--- src/shared/dgd_pkg.sv ---
package dgd_pkg;

  // ****************************************************************
  // register map (byte addresses)
  // ****************************************************************
  localparam logic [7:0] ADDR_ALIGN_CFG1   = 8'h00;
  localparam logic [7:0] ADDR_SOFT_ALIGN   = 8'h04;
  localparam logic [7:0] ADDR_ALIGN_CFG2   = 8'h08;
  localparam logic [7:0] ADDR_GAIN_CFG     = 8'h0c;
  localparam logic [7:0] ADDR_LOOP_RESTART = 8'h10;
  localparam logic [7:0] ADDR_DELAY_LOOP   = 8'h14;
  localparam logic [7:0] ADDR_FIRST_STATUS_REG      = 8'h18;
  localparam logic [7:0] ADDR_IRQ_STATUS   = 8'h1c;
  localparam logic [7:0] ADDR_IRQ_ENABLE   = 8'h20;
  localparam logic [7:0] ADDR_IRQ_CLEAR    = 8'h24;

  // ****************************************************************
  // field positions and reset values
  // ****************************************************************
  localparam int          SOFT_SEL_BIT     = 0;
  localparam int          SOFT_TRIG_BIT    = 1;
  localparam int          GAIN_A_LSB       = 0;
  localparam int          GAIN_B_LSB       = 4;
  localparam int          RANGE_LSB        = 0;
  localparam int          OFFSET_LSB       = 4;
  localparam logic [3:0]  GAIN_RST         = 4'hf;
  localparam logic [2:0]  RANGE_RST        = 3'h0;
  localparam logic [3:0]  OFFSET_RST       = 4'h0;
  localparam logic [7:0]  ALIGN_CFG_RST    = 8'h00;
  localparam logic [15:0] ZERO_SAMPLE      = 16'h8000;
  localparam logic [16:0] CODE_SPAN        = 17'h10000;

  // irq bits: 0 align event, 1 lock acquired, 2 lock lost
  localparam int IRQ_W = 3;

  // ****************************************************************
  // delay loop timing
  // ****************************************************************
  localparam int LOCK_EDGES     = 16;   // stable strobe edges to lock
  localparam int STALL_NS       = 400;  // longest gap between edges
  localparam int CLK_NS         = 10;
  localparam int STALL_CYC      = STALL_NS / CLK_NS;
  localparam int FIFO_DEPTH     = 8;

  // ****************************************************************
  // carriers
  // ****************************************************************
  typedef struct packed {
    logic        gate;
    logic [15:0] data;
  } dgd_lane_t;

  typedef struct packed {
    logic [20:0] full_scale;   // gain code + 1 in bias-current units
    logic [36:0] comp_cur;     // full_scale * code
    logic [36:0] true_cur;     // full_scale * (span - code)
  } dgd_cur_t;

  typedef enum logic [1:0] {LOOP_IDLE, LOOP_ACQ, LOOP_LOCKED} dgd_loop_t;

endpackage

--- src/logic/dgd_gate_loop.sv ---
`timescale 1ns/100ps
module dgd_gate_loop
  import dgd_pkg::*;
(
  input  wire logic        aclk,           // system clock
  input  wire logic        aresetn,        // sync reset, low
  input  wire logic [31:0] s_axi_awaddr,   // write address
  input  wire logic        s_axi_awvalid,  // write address valid
  output logic             s_axi_awready,  // write address ready
  input  wire logic [31:0] s_axi_wdata,    // write data
  input  wire logic [3:0]  s_axi_wstrb,    // byte enables
  input  wire logic        s_axi_wvalid,   // write data valid
  output logic             s_axi_wready,   // write data ready
  output logic [1:0]       s_axi_bresp,    // write response
  output logic             s_axi_bvalid,   // write response valid
  input  wire logic        s_axi_bready,   // write response ready
  input  wire logic [31:0] s_axi_araddr,   // read address
  input  wire logic        s_axi_arvalid,  // read address valid
  output logic             s_axi_arready,  // read address ready
  output logic [31:0]      s_axi_rdata,    // read data
  output logic [1:0]       s_axi_rresp,    // read response
  output logic             s_axi_rvalid,   // read valid
  input  wire logic        s_axi_rready,   // read ready
  input  wire logic        data_strobe_clock,   // half-rate strobe pin
  input  wire logic        gate_trigger_input,  // gate/trigger lane pin
  input  wire logic [15:0] sample_in,           // sample lanes
  output logic             transmit_gate,       // transmit enabled
  output logic             align_pulse,         // one-cycle align event
  output logic [7:0]       align_sel_first,     // align effect bits
  output logic [7:0]       align_sel_second,    // align effect bits
  output logic [2:0]       loop_range,          // delay loop range
  output logic [3:0]       loop_offset,         // strobe skew offset
  output logic [15:0]      chan_a_sample,       // channel a code
  output logic [15:0]      chan_b_sample,       // channel b code
  output dgd_cur_t         true_current_out,    // channel a currents
  output dgd_cur_t         complement_current_out, // channel b currents
  output logic             irq                  // level interrupt
);

  // ****************************************************************
  // pin synchronisers
  // ****************************************************************
  dgd_lane_t lane_s1_r, lane_s2_r;
  logic      stb_s1_r, stb_s2_r, stb_s3_r;

  // two flops before any logic
  always_ff @(posedge aclk) begin
    if (!aresetn) begin
      lane_s1_r <= '0;
      lane_s2_r <= '0;
      stb_s1_r  <= 1'b0;
      stb_s2_r  <= 1'b0;
      stb_s3_r  <= 1'b0;
    end else begin
      lane_s1_r <= '{gate: gate_trigger_input, data: sample_in};
      lane_s2_r <= lane_s1_r;
      stb_s1_r  <= data_strobe_clock;
      stb_s2_r  <= stb_s1_r;
      stb_s3_r  <= stb_s2_r;
    end
  end

  logic stb_edge;
  assign stb_edge = stb_s2_r ^ stb_s3_r;

  // ****************************************************************
  // registers
  // ****************************************************************
  logic [7:0]       cfg1_r, cfg1_nxt, cfg2_r, cfg2_nxt;
  logic [1:0]       soft_r, soft_nxt;
  logic [7:0]       gain_r, gain_nxt;
  logic [7:0]       dly_r, dly_nxt;
  logic             restart_nxt;
  logic [IRQ_W-1:0] ist_r, ist_nxt, ien_r, ien_nxt, iclr;
  logic [IRQ_W-1:0] iset;

  // ****************************************************************
  // axi4-lite slave
  // ****************************************************************
  logic        aw_hold_r, aw_hold_nxt, w_hold_r, w_hold_nxt;
  logic [7:0]  aw_addr_r, aw_addr_nxt;
  logic [31:0] w_data_r, w_data_nxt;
  logic [3:0]  w_strb_r, w_strb_nxt;
  logic        bvalid_r, bvalid_nxt, rvalid_r, rvalid_nxt;
  logic [1:0]  bresp_r, bresp_nxt, rresp_r, rresp_nxt;
  logic [31:0] rdata_r, rdata_nxt;
  logic        wr_go;
  logic        lock_r;

  assign s_axi_awready = !aw_hold_r && !bvalid_r;
  assign s_axi_wready  = !w_hold_r && !bvalid_r;
  assign s_axi_arready = !rvalid_r;
  assign s_axi_bvalid  = bvalid_r;
  assign s_axi_bresp   = bresp_r;
  assign s_axi_rvalid  = rvalid_r;
  assign s_axi_rresp   = rresp_r;
  assign s_axi_rdata   = rdata_r;

  // capture address and data in either order, then commit
  always_comb begin
    aw_hold_nxt = aw_hold_r;
    w_hold_nxt  = w_hold_r;
    aw_addr_nxt = aw_addr_r;
    w_data_nxt  = w_data_r;
    w_strb_nxt  = w_strb_r;
    bvalid_nxt  = bvalid_r;
    bresp_nxt   = bresp_r;
    cfg1_nxt    = cfg1_r;
    cfg2_nxt    = cfg2_r;
    soft_nxt    = soft_r;
    gain_nxt    = gain_r;
    dly_nxt     = dly_r;
    ien_nxt     = ien_r;
    restart_nxt = 1'b0;
    iclr        = '0;
    if (s_axi_awvalid && s_axi_awready) begin
      aw_hold_nxt = 1'b1;
      aw_addr_nxt = s_axi_awaddr[7:0];
    end
    if (s_axi_wvalid && s_axi_wready) begin
      w_hold_nxt = 1'b1;
      w_data_nxt = s_axi_wdata;
      w_strb_nxt = s_axi_wstrb;
    end
    wr_go = aw_hold_r && w_hold_r;
    if (wr_go) begin
      aw_hold_nxt = 1'b0;
      w_hold_nxt  = 1'b0;
      bvalid_nxt  = 1'b1;
      bresp_nxt   = 2'b00;
      if (w_strb_r[0]) begin
        unique case (aw_addr_r)
          ADDR_ALIGN_CFG1:   cfg1_nxt = w_data_r[7:0];
          ADDR_ALIGN_CFG2:   cfg2_nxt = w_data_r[7:0];
          ADDR_SOFT_ALIGN:   soft_nxt = w_data_r[1:0];
          ADDR_GAIN_CFG:     gain_nxt = w_data_r[7:0];
          ADDR_LOOP_RESTART: restart_nxt = w_data_r[0];
          ADDR_DELAY_LOOP:   dly_nxt = {w_data_r[7:4], 1'b0, w_data_r[2:0]};
          ADDR_IRQ_ENABLE:   ien_nxt = w_data_r[IRQ_W-1:0];
          ADDR_IRQ_CLEAR:    iclr = w_data_r[IRQ_W-1:0];
          ADDR_FIRST_STATUS_REG, ADDR_IRQ_STATUS: bresp_nxt = 2'b00;
          default:           bresp_nxt = 2'b10;
        endcase
      end
    end
    if (bvalid_r && s_axi_bready) begin
      bvalid_nxt = 1'b0;
    end
  end

  // read path answers one cycle after address
  always_comb begin
    rvalid_nxt = rvalid_r;
    rdata_nxt  = rdata_r;
    rresp_nxt  = rresp_r;
    if (s_axi_arvalid && s_axi_arready) begin
      rvalid_nxt = 1'b1;
      rresp_nxt  = 2'b00;
      rdata_nxt  = 32'h00000000;
      unique case (s_axi_araddr[7:0])
        ADDR_ALIGN_CFG1:   rdata_nxt[7:0] = cfg1_r;
        ADDR_ALIGN_CFG2:   rdata_nxt[7:0] = cfg2_r;
        ADDR_SOFT_ALIGN:   rdata_nxt[1:0] = soft_r;
        ADDR_GAIN_CFG:     rdata_nxt[7:0] = gain_r;
        ADDR_LOOP_RESTART: rdata_nxt = 32'h00000000;
        ADDR_DELAY_LOOP:   rdata_nxt[7:0] = dly_r;
        ADDR_FIRST_STATUS_REG:      rdata_nxt[0] = lock_r;
        ADDR_IRQ_STATUS:   rdata_nxt[IRQ_W-1:0] = ist_r;
        ADDR_IRQ_ENABLE:   rdata_nxt[IRQ_W-1:0] = ien_r;
        ADDR_IRQ_CLEAR:    rdata_nxt = 32'h00000000;
        default:           rresp_nxt = 2'b10;
      endcase
    end else if (rvalid_r && s_axi_rready) begin
      rvalid_nxt = 1'b0;
    end
  end

  // register bus state and control registers
  always_ff @(posedge aclk) begin
    if (!aresetn) begin
      aw_hold_r <= 1'b0;
      w_hold_r  <= 1'b0;
      aw_addr_r <= 8'h00;
      w_data_r  <= 32'h00000000;
      w_strb_r  <= 4'h0;
      bvalid_r  <= 1'b0;
      bresp_r   <= 2'b00;
      rvalid_r  <= 1'b0;
      rresp_r   <= 2'b00;
      rdata_r   <= 32'h00000000;
      cfg1_r    <= ALIGN_CFG_RST;
      cfg2_r    <= ALIGN_CFG_RST;
      soft_r    <= 2'b00;
      gain_r    <= {GAIN_RST, GAIN_RST};
      dly_r     <= {OFFSET_RST, 1'b0, RANGE_RST};
      ien_r     <= '0;
    end else begin
      aw_hold_r <= aw_hold_nxt;
      w_hold_r  <= w_hold_nxt;
      aw_addr_r <= aw_addr_nxt;
      w_data_r  <= w_data_nxt;
      w_strb_r  <= w_strb_nxt;
      bvalid_r  <= bvalid_nxt;
      bresp_r   <= bresp_nxt;
      rvalid_r  <= rvalid_nxt;
      rresp_r   <= rresp_nxt;
      rdata_r   <= rdata_nxt;
      cfg1_r    <= cfg1_nxt;
      cfg2_r    <= cfg2_nxt;
      soft_r    <= soft_nxt;
      gain_r    <= gain_nxt;
      dly_r     <= dly_nxt;
      ien_r     <= ien_nxt;
    end
  end

  assign align_sel_first  = cfg1_r;
  assign align_sel_second = cfg2_r;
  assign loop_range       = dly_r[RANGE_LSB +: 3];
  assign loop_offset      = dly_r[OFFSET_LSB +: 4];

  // ****************************************************************
  // delay loop
  // ****************************************************************
  dgd_loop_t  loop_r, loop_nxt;
  logic [4:0] edges_r, edges_nxt;
  logic [8:0] gap_r, gap_nxt;
  logic       lock_nxt, stalled;
  logic [3:0] skew_r, skew_nxt;

  assign stalled = (gap_r >= 9'(STALL_CYC));

  // count stable edges; stall or restart drops lock
  always_comb begin
    loop_nxt  = loop_r;
    edges_nxt = edges_r;
    gap_nxt   = stb_edge ? 9'h000 : (stalled ? gap_r : gap_r + 9'h001);
    skew_nxt  = skew_r;
    lock_nxt  = lock_r;
    unique case (loop_r)
      LOOP_IDLE: begin
        lock_nxt = 1'b0;
      end
      LOOP_ACQ: begin
        lock_nxt = 1'b0;
        if (stalled) begin
          edges_nxt = 5'h00;
        end else if (stb_edge) begin
          edges_nxt = edges_r + 5'h01;
          skew_nxt  = loop_offset;
        end
        if (edges_r >= 5'(LOCK_EDGES)) begin
          loop_nxt = LOOP_LOCKED;
          lock_nxt = 1'b1;
        end
      end
      LOOP_LOCKED: begin
        if (stalled) begin
          loop_nxt  = LOOP_ACQ;
          edges_nxt = 5'h00;
          lock_nxt  = 1'b0;
        end
      end
    endcase
    if (restart_nxt) begin
      loop_nxt  = LOOP_ACQ;
      edges_nxt = 5'h00;
      lock_nxt  = 1'b0;
    end
  end

  // register loop state
  always_ff @(posedge aclk) begin
    if (!aresetn) begin
      loop_r  <= LOOP_IDLE;
      edges_r <= 5'h00;
      gap_r   <= 9'h000;
      lock_r  <= 1'b0;
      skew_r  <= 4'h0;
    end else begin
      loop_r  <= loop_nxt;
      edges_r <= edges_nxt;
      gap_r   <= gap_nxt;
      lock_r  <= lock_nxt;
      skew_r  <= skew_nxt;
    end
  end

  // ****************************************************************
  // input fifo and gate
  // ****************************************************************
  dgd_lane_t  fifo_mem [FIFO_DEPTH];
  logic [2:0] wptr_r, wptr_nxt, rptr_r, rptr_nxt;
  logic       phase_r, phase_nxt, gate_prev_r, gate_prev_nxt, soft_trig_prev_r;
  logic       align_r, align_nxt, tx_r, tx_nxt;
  logic [15:0] a_r, a_nxt, b_r, b_nxt;
  dgd_lane_t  head;
  logic       gate_eff, soft_trig;

  assign head      = fifo_mem[rptr_r];
  assign soft_trig = soft_r[SOFT_TRIG_BIT] && !soft_trig_prev_r;

  // pointers run regardless of gate; lane pairs alternate channel
  always_comb begin
    wptr_nxt      = stb_edge ? wptr_r + 3'h1 : wptr_r;
    rptr_nxt      = stb_edge ? wptr_r - 3'h3 : rptr_r;
    phase_nxt     = stb_edge ? !phase_r : phase_r;
    gate_prev_nxt = gate_prev_r;
    gate_eff      = soft_r[SOFT_SEL_BIT] ? 1'b1 : head.gate;
    align_nxt     = 1'b0;
    tx_nxt        = tx_r;
    a_nxt         = a_r;
    b_nxt         = b_r;
    if (soft_r[SOFT_SEL_BIT]) begin
      align_nxt = soft_trig;
    end
    if (stb_edge) begin
      gate_prev_nxt = head.gate;
      tx_nxt        = gate_eff;
      if (!soft_r[SOFT_SEL_BIT]) begin
        align_nxt = head.gate && !gate_prev_r;
      end
      if (!phase_r) begin
        a_nxt = gate_eff ? head.data : ZERO_SAMPLE;
      end else begin
        b_nxt = gate_eff ? head.data : ZERO_SAMPLE;
      end
    end
    if (!tx_r) begin
      a_nxt = ZERO_SAMPLE;
      b_nxt = ZERO_SAMPLE;
    end
  end

  // fifo writes: gate bit stored beside data; reset leaves gated-off entries
  always_ff @(posedge aclk) begin
    if (!aresetn) begin
      fifo_mem <= '{default: '0};  // no unknown head, no false gate rise
    end else if (stb_edge) begin
      fifo_mem[wptr_r] <= lane_s2_r;
    end
  end

  // register pipeline state
  always_ff @(posedge aclk) begin
    if (!aresetn) begin
      wptr_r           <= 3'h0;
      rptr_r           <= 3'h0;
      phase_r          <= 1'b0;
      gate_prev_r      <= 1'b0;
      soft_trig_prev_r <= 1'b0;
      align_r          <= 1'b0;
      tx_r             <= 1'b0;
      a_r              <= ZERO_SAMPLE;
      b_r              <= ZERO_SAMPLE;
    end else begin
      wptr_r           <= wptr_nxt;
      rptr_r           <= rptr_nxt;
      phase_r          <= phase_nxt;
      gate_prev_r      <= gate_prev_nxt;
      soft_trig_prev_r <= soft_r[SOFT_TRIG_BIT];
      align_r          <= align_nxt;
      tx_r             <= tx_nxt;
      a_r              <= a_nxt;
      b_r              <= b_nxt;
    end
  end

  assign transmit_gate = tx_r;
  assign align_pulse   = align_r;
  assign chan_a_sample = a_r;
  assign chan_b_sample = b_r;

  // ****************************************************************
  // interrupts
  // ****************************************************************
  assign iset = {loop_r == LOOP_LOCKED && loop_nxt != LOOP_LOCKED,
                 !lock_r && lock_nxt, align_r};

  // set wins over clear
  always_comb begin
    ist_nxt = (ist_r & ~iclr) | iset;
  end

  always_ff @(posedge aclk) begin
    if (!aresetn) begin
      ist_r <= '0;
    end else begin
      ist_r <= ist_nxt;
    end
  end

  assign irq = |(ist_r & ien_r);

  // ****************************************************************
  // current mapping per channel
  // ****************************************************************
  dgd_current_map u_map_a (
    .aclk    (aclk),
    .aresetn (aresetn),
    .code    (a_r),
    .gain    (gain_r[GAIN_A_LSB +: 4]),
    .cur     (true_current_out)
  );

  dgd_current_map u_map_b (
    .aclk    (aclk),
    .aresetn (aresetn),
    .code    (b_r),
    .gain    (gain_r[GAIN_B_LSB +: 4]),
    .cur     (complement_current_out)
  );

endmodule // dgd_gate_loop

--- src/logic/dgd_current_map.sv ---
`timescale 1ns/100ps
module dgd_current_map
  import dgd_pkg::*;
(
  input  wire logic        aclk,     // system clock
  input  wire logic        aresetn,  // sync reset, low
  input  wire logic [15:0] code,     // offset-binary sample
  input  wire logic [3:0]  gain,     // coarse gain code
  output dgd_cur_t         cur       // registered currents
);

  dgd_cur_t cur_r;
  dgd_cur_t cur_nxt;
  logic [4:0] fs;

  // full scale is gain plus one bias units, split by code
  always_comb begin
    fs                 = {1'b0, gain} + 5'h01;
    cur_nxt.full_scale = {16'h0000, fs};
    cur_nxt.comp_cur   = 37'(fs) * 37'(code);
    cur_nxt.true_cur   = 37'(fs) * (37'(CODE_SPAN) - 37'(code));
  end

  // register the result
  always_ff @(posedge aclk) begin
    if (!aresetn) begin
      cur_r <= '0;
    end else begin
      cur_r <= cur_nxt;
    end
  end

  assign cur = cur_r;

endmodule // dgd_current_map

--- config.mk ---
export PLATFORM = sky130hd
export DESIGN_NAME = dgd_gate_loop
export DESIGN_NICKNAME = d
export VERILOG_FILES = /design/src/shared/dgd_pkg.sv /design/src/logic/dgd_gate_loop.sv /design/src/logic/dgd_current_map.sv
export SDC_FILE = /design/constraint.sdc
export NUM_CORES = 1
export LEC_CHECK = 0
export BUFFER_PORTS_ARGS = -buffer_cell sky130_fd_sc_hd__buf_2
export CELL_PAD_IN_SITES_DETAIL_PLACEMENT = 1
export CELL_PAD_IN_SITES_GLOBAL_PLACEMENT = 2
export CORE_MARGIN = 1.5
export CORE_UTILIZATION = 28
export CTS_CLUSTER_SIZE = 25
export DETAILED_ROUTE_END_ITERATION = 8
export GPL_TIMING_DRIVEN = 0
export MAX_ROUTING_LAYER = met4
export PLACE_DENSITY = 0.68
export SETUP_SLACK_MARGIN = 0.2
export SLEW_MARGIN = 20
export SYNTH_ARGS = -nofsm -noshare
export SYNTH_HDL_FRONTEND = slang
export SYNTH_SLANG_ARGS = --single-unit
--- constraint.sdc ---
create_clock -name aclk -period 11.7 [get_ports aclk]
set_input_delay 0.585 -clock aclk [delete_from_list [all_inputs] [get_ports aclk]]
set_output_delay 0.585 -clock aclk [all_outputs]
set_load 0.02 [all_outputs]
# [Word level (Yosys, flattened, before mapping)]
# Index checks and enable logic that the tools add are counted.
# W data, S select, Z words.
[word_totals] reg_bits=495 latchBits=0 mem_bits_rw=0 mem_bits_ro=0 input_bits=125 out_inout_bits=289 word_cells=193 n_memories=0
[op_classes] add_sub_neg=8 mul=4 n_div=0 order_cmp=5 n_eq_ne=23 shifts=0 n_mux=38 bitwise=9 n_reduce_logical=43
[ops] cell="$bwmux W136" n=1
[ops] cell="$mul A5 B37 Y37" n=2
[ops] cell="$eq A8 B5 Y1 const B" n=8
[ops] cell="$bmux W17 S3" n=1
[ops] cell="$demux W17 S3" n=1
[ops] cell="$mux W17" n=3
[ops] cell="$mul A5 B16 Y21" n=2
[ops] cell="$sub A17 B16 Y18 const A" n=2
[ops] cell="$eq A8 B4 Y1 const B" n=4
[ops] cell="$eq A8 B6 Y1 const B" n=4
[ops] cell="$reduce_and A3 Y1" n=7
[ops] cell="$pmux W5 S4" n=1
[ops] cell="$reduce_or A10 Y1" n=2
[ops] cell="$eq A8 B3 Y1 const B" n=2
[ops] cell="$logic_not A8 Y1" n=2
[ops] cell="$mux W16" n=1
[ops] cell="$mux W5" n=3
[ops] cell="$logic_and A1 B1 Y1" n=13
[ops] cell="$mux W1" n=12
[ops] cell="$mux W2" n=6
[ops] cell="$add A4 B1 Y5 const B" n=2
[ops] cell="$pmux W5 S2" n=1
[ops] cell="$add A9 B1 Y9 const B" n=1
[ops] cell="$ge A9 B6 Y1 const B" n=1
[ops] cell="28 further kinds" n=48

# [Logic depth before layout (Yosys ltp)]
[depth] ltp_word=8 mapped_depth=21

# [Cells and area by module]
# A second synthesis with hierarchy kept.
[unflattened] cells_unflattened=3031 area_unflattened_um2=26595.5
[by_module_without_submodules] module="dgd_gate_loop" n_inst=1 cells_per_inst=1313 area_each_um2=12265.5 seq_area_each_um2=6025.8
[by_module_without_submodules] module="dgd_current_map at u_map_a" n_inst=1 cells_per_inst=869 area_each_um2=7198.2 seq_area_each_um2=960.9
[by_module_without_submodules] module="dgd_current_map at u_map_b" n_inst=1 cells_per_inst=849 area_each_um2=7131.8 seq_area_each_um2=960.9

# [Least setup slack after synthesis]
# Ideal clock, no wire load.
[synth_timing] kind="flip-flop to flip-flop" start="register b_r[7], in the netlist chan_b_sample[7]" end="register u_map_b.cur_r (netlist bit u_map_b.cur[21])" t_arrival_ns=5.025 path_slack_ns=6.547 path_stages_with_launch=21 path_buffers=2 synth_period_minus_slack_ns=5.153 cell_sequence="dfxtp_1 buf_6 or4_4 or3_4 or4_4 xnor2_2 nor2_1 fa_1 fa_1 inv_1 fa_1 inv_1 ha_1 clkbuf_1 nand2_1 nor3_1 a211oi_1 o21ai_0 a221oi_1 xor2_1 nor2_1"
[synth_between] elab_chain_len=2
[synth_rtl] element="start, declared" line="dgd_gate_loop.sv:296" rtl="logic [15:0] a_r, a_nxt, b_r, b_nxt;"
[synth_rtl] element="start signal, assigned" line="dgd_gate_loop.sv:365" rtl="b_r <= b_nxt;"
[synth_rtl] element="$sub A17 B16 Y18" line="dgd_current_map.sv:21" rtl="cur_nxt.true_cur = 37'(fs) * (37'(CODE_SPAN) - 37'(code));"
[synth_rtl] element="$mul A5 B37 Y37" line="dgd_current_map.sv:21"
[synth_rtl] element="end signal, assigned" line="dgd_current_map.sv:29" rtl="cur_r <= cur_nxt;"
[synth_rtl] element="end, declared" line="dgd_current_map.sv:12" rtl="dgd_cur_t cur_r;"
# Every way passes these cells.
# A chain may end at the register's enable or synchronous reset.

# [Final worst setup path]
[layout_timing] start="register gain_r[0]" end="register u_map_a.cur_r (netlist bit u_map_a.cur[20])"
[layout_between] elab_chain_len=2
[layout_rtl] element="start, declared" line="dgd_gate_loop.sv:71" rtl="logic [7:0] gain_r, gain_nxt;"
[layout_rtl] element="start signal, assigned" line="dgd_gate_loop.sv:194" rtl="gain_r <= {GAIN_RST, GAIN_RST};"
[layout_rtl] element="start signal, assigned" line="dgd_gate_loop.sv:211" rtl="gain_r <= gain_nxt;"
[layout_rtl] element="$add A4 B1 Y5" line="dgd_current_map.sv:18" rtl="fs = {1'b0, gain} + 5'h01;"
[layout_rtl] element="$mul A5 B37 Y37" line="dgd_current_map.sv:21"
[layout_rtl] element="end signal, assigned" line="dgd_current_map.sv:29"
[layout_rtl] element="end, declared" line="dgd_current_map.sv:12"
# Every way passes these cells.

==> results.yml <==
sta:
  hold_violations: 0
  final.period_utilization: 0.542
  slew_viol_final: 0
  whs_ns: 0.156
  setup_viol: 0
  relSlewSlack: 0.225
  finalClockSkew_ns: 0.0184
  rsz0062_at_grt: "false"
  fmax_mhz: 158
  fin_tns_setup_ns: 0
  fin_crit_ns: 6.34
  tightest_slew_ns: 1.16
floorplan:
  die_h_um: 308
  die_width_um: 308
  std_cell_rows: 111
  io_pins: 414
  core_area_um2: 91800
  die-area_um2: 94700
  start_util: 0.283
finish:
  nNetsFinal: 3870
  areaGrowthSynthToFinish_pct: 18.7
  drive_gt1_frac: 0.157
  final_cell_area_um2: 30900
global_routing:
  grt_max_degree: 14
  grt_usage: 0.197
  grt_pass1_vias: 22184
  grt_antenna_before_repair: 6
  grt_pass1_wl_mm: 138
  grt-ovfl-total: 0
critical_path:
  cp_top_family: "adder cells"
  crit_arrival_ns: 6.88
  ff2ff_path_depth: 17
  start_kind: "flip-flop"
  path_cells: "clkbuf_1 > nand3_1 > xnor2_1 > clkbuf_1 > nand2_1 > fa_1 > fa_1 > fa_1 > inv_1 > ha_1 > a211oi_1 > o21a_1 > a211oi_1 > or2_2 > or3_1 > a41oi_1 > mux2i_1"
  crit_cells: 17
  cp_slowest_cell: "xnor2_1"
  required_ns: 12.24
  max_stage_delay_ns: 0.70
  critPathMostFrequentCell: "fa_1"
  critPathBufInv: 3
  path_max_fanout: 10
  critical_path_class: "reg -> reg"
  crit_path_end_kind: "flip-flop"
clock_network:
  h-tree-depth: 2
  clkSlewWorstSetupHoldPaths_ns: 0.05
  cts_num_sinks: 397
  insertion_delay_ns: 0.62
  cts_hold_buffers: 0
  numCtsBuffers: 51
  cts_root_buffer: "clkbuf_16"
  cts_tree: "built"
  cts_setup_buffers: 0
  clk_path_buf_depth: 3
  cts_resized: 0
route:
  firstDrtPassIters: 5
  dr.first_iter.drc_count: 915
  drc_errors: 0
  drt_wl_total_mm: 90.6
  routedWlPerCell_um: 19.2
  ant_nets: 0
  viasPerCell: 4.58
  vias: 21636
synth:
  synthArstFlopShare: 0
  synth_cell_type_count: 79
  yosysTopAreaCell: "dfxtp_1"
  synth.area.top_cells: "dfxtp_1 31%, fa_1 13%, nand2_1 7.3%, ha_1 6.4%, a21oi_1 4.9%"
  synth_flop_cell: "dfxtp_1"
  yosys_warnings: 0
  syn-instance-count: 3050
  synth-seq-cells: 397
  netlist_area_um2: 26000
  yosysMostFrequentCell: "nand2_1"
  yosys-top-cells-count: "503 x nand2_1, 397 x dfxtp_1, 297 x nor2_1, 254 x a21oi_1, 223 x inv_1"
  yosysSeqAreaShare: 0.306
  synth_edf_count: 0
  synth_top_area_frac: 0.306
  synth.avg_cell_area_um2: 8.52
pwr:
  powerDensity_nw_per_um2: 106
  p_comb_frac: 0.067
  clkPwrFrac: 0.510
  swShare: 0.247
  total_power_mw: 3.27
  p_sw_uw: 807
  seqPwrFrac: 0.423
  power.internal_mw: 2.46
  peakVddDrop_mv: 0.0947
  leakage_nw: 14.0
placement:
  dpl_cell_area_um2: 29100
  finalWeightedCongestion: 0.851
  io_buffers: 217
  dp.final_hpwl_mm: 71.3
hold_path:
  whs_path_depth: 2
  hold_path_class: "in -> reg"
run:
  maxCapViolCount: 0
status:
  status: "finished clean"
[per-stage QoR]
step,utilization,std cells,worst slack [ns]
floorplan,-,3167,6.55
global placement,0.317,4627,5.32
detailed placement,0.317,4627,5.36
CTS,0.336,4720,5.30
global route,0.336,4721,4.98
finish,0.336,4723,5.36
[metal layers]
metal  up-vias  global-route usage  share of wire
met4         0              0.0487          0.022
met2       370               0.316           0.46
met5         -                   -              0
met3        95              0.0248          0.036
met1     10722               0.262           0.48
li1      10449                   -              -
[registers in the layout, summed over array words and instances (netlist names), 5 cells and up]
name / cells
dly_r: 7
u_map_b.cur: 48
w_data_r: 8
gain_r: 8
aw_addr_r: 8
chan_a_sample: 16
chan_b_sample: 16
align_sel_first: 8
gap_r: 9
s_axi_rdata: 8
fifo_mem: 136
lane_s2_r: 17
lane_s1_r: 17
u_map_a.cur: 48
edges_r: 5
align_sel_second: 8
[final timing paths]
check / startpoint / slack [ns] / endpoint
setup / recovery: gain_r[0] / 5.36 / u_map_a.cur[20]
hold / removal: s_axi_rready / 0.16 / s_axi_rvalid
setup reg to reg: gain_r[0] / 5.36 / u_map_a.cur[20]
hold reg to reg: lane_s1_r[14] / 0.43 / lane_s2_r[14]
[worst reg2reg max path: cells and delay by family (launching register included)]
family / cells / cell delay, ns
buf+inv: 3 / 1.05
fa+ha+maj: 4 / 1.96
mux: 1 / 0.20
xor+xnor: 1 / 0.70
flops: 1 / 0.33
compound gates: 4 / 0.93
simple gates: 4 / 1.11
[placed cells by master, fill, tap and decap left out, types with 6 or more instances in the layout]
cell	synthesis	routed
dfxtp_1	397	397
buf_2	14	231
clkbuf_2	8	16
clkbuf_8	3	12
a21o_1	28	28
nand3b_1	6	6
nand2b_1	43	43
conb_1	1	118
nand2_1	503	503
a211oi_1	26	26
nor2b_1	23	23
o21bai_1	9	9
o21ai_0	54	54
xnor2_1	49	49
xor2_1	56	56
mux2i_1	57	57
and2_1	151	151
fa_1	174	174
clkbuf_16	0	52
o21a_1	15	15
or2_2	20	20
bufinv_16	0	7
and3_1	10	10
or3_1	6	6
buf_4	131	131
clkbuf_1	131	136
o211ai_1	8	8
a31oi_1	14	14
mux4_2	35	35
ha_1	134	134
a21oi_1	254	254
nor3_1	31	30
nor2_1	297	297
nand4_1	16	16
clkinv_2	0	8
inv_1	223	223
nand3_1	27	27
[layout make-up]
class	instances	area, um^2
inverter	223	837
multi-input combinational	2255	16000
antenna	3	7.51
tap	1243	1560
buffer	292	1670
fill	11017	60900
clock inverter	19	293
timing repair buffer	217	1090
clock buffer	74	1470
sequential	397	7950
[power groups by stage]
stage          clock (mW)  sequential [mW]  combinational (mW)
4_1_cts              1.73             1.38               0.219
3_5_place_dp            0             1.41               0.219
3_3_place_gp            0             1.41               0.218
6_report             1.67             1.38               0.218
2_1_floorplan           0             1.41               0.144
5_1_grt              1.78             1.38               0.236
[cells by family after synthesis]
kind of cell,synth area share
compound gates,0.102
xor+xnor,0.0360
flops,0.306
mux,0.0544
simple gates,0.207
buf+inv,0.0961
other cells,0.000144
fa+ha+maj,0.198
Note: power is estimated with default switching activity, not from simulation.
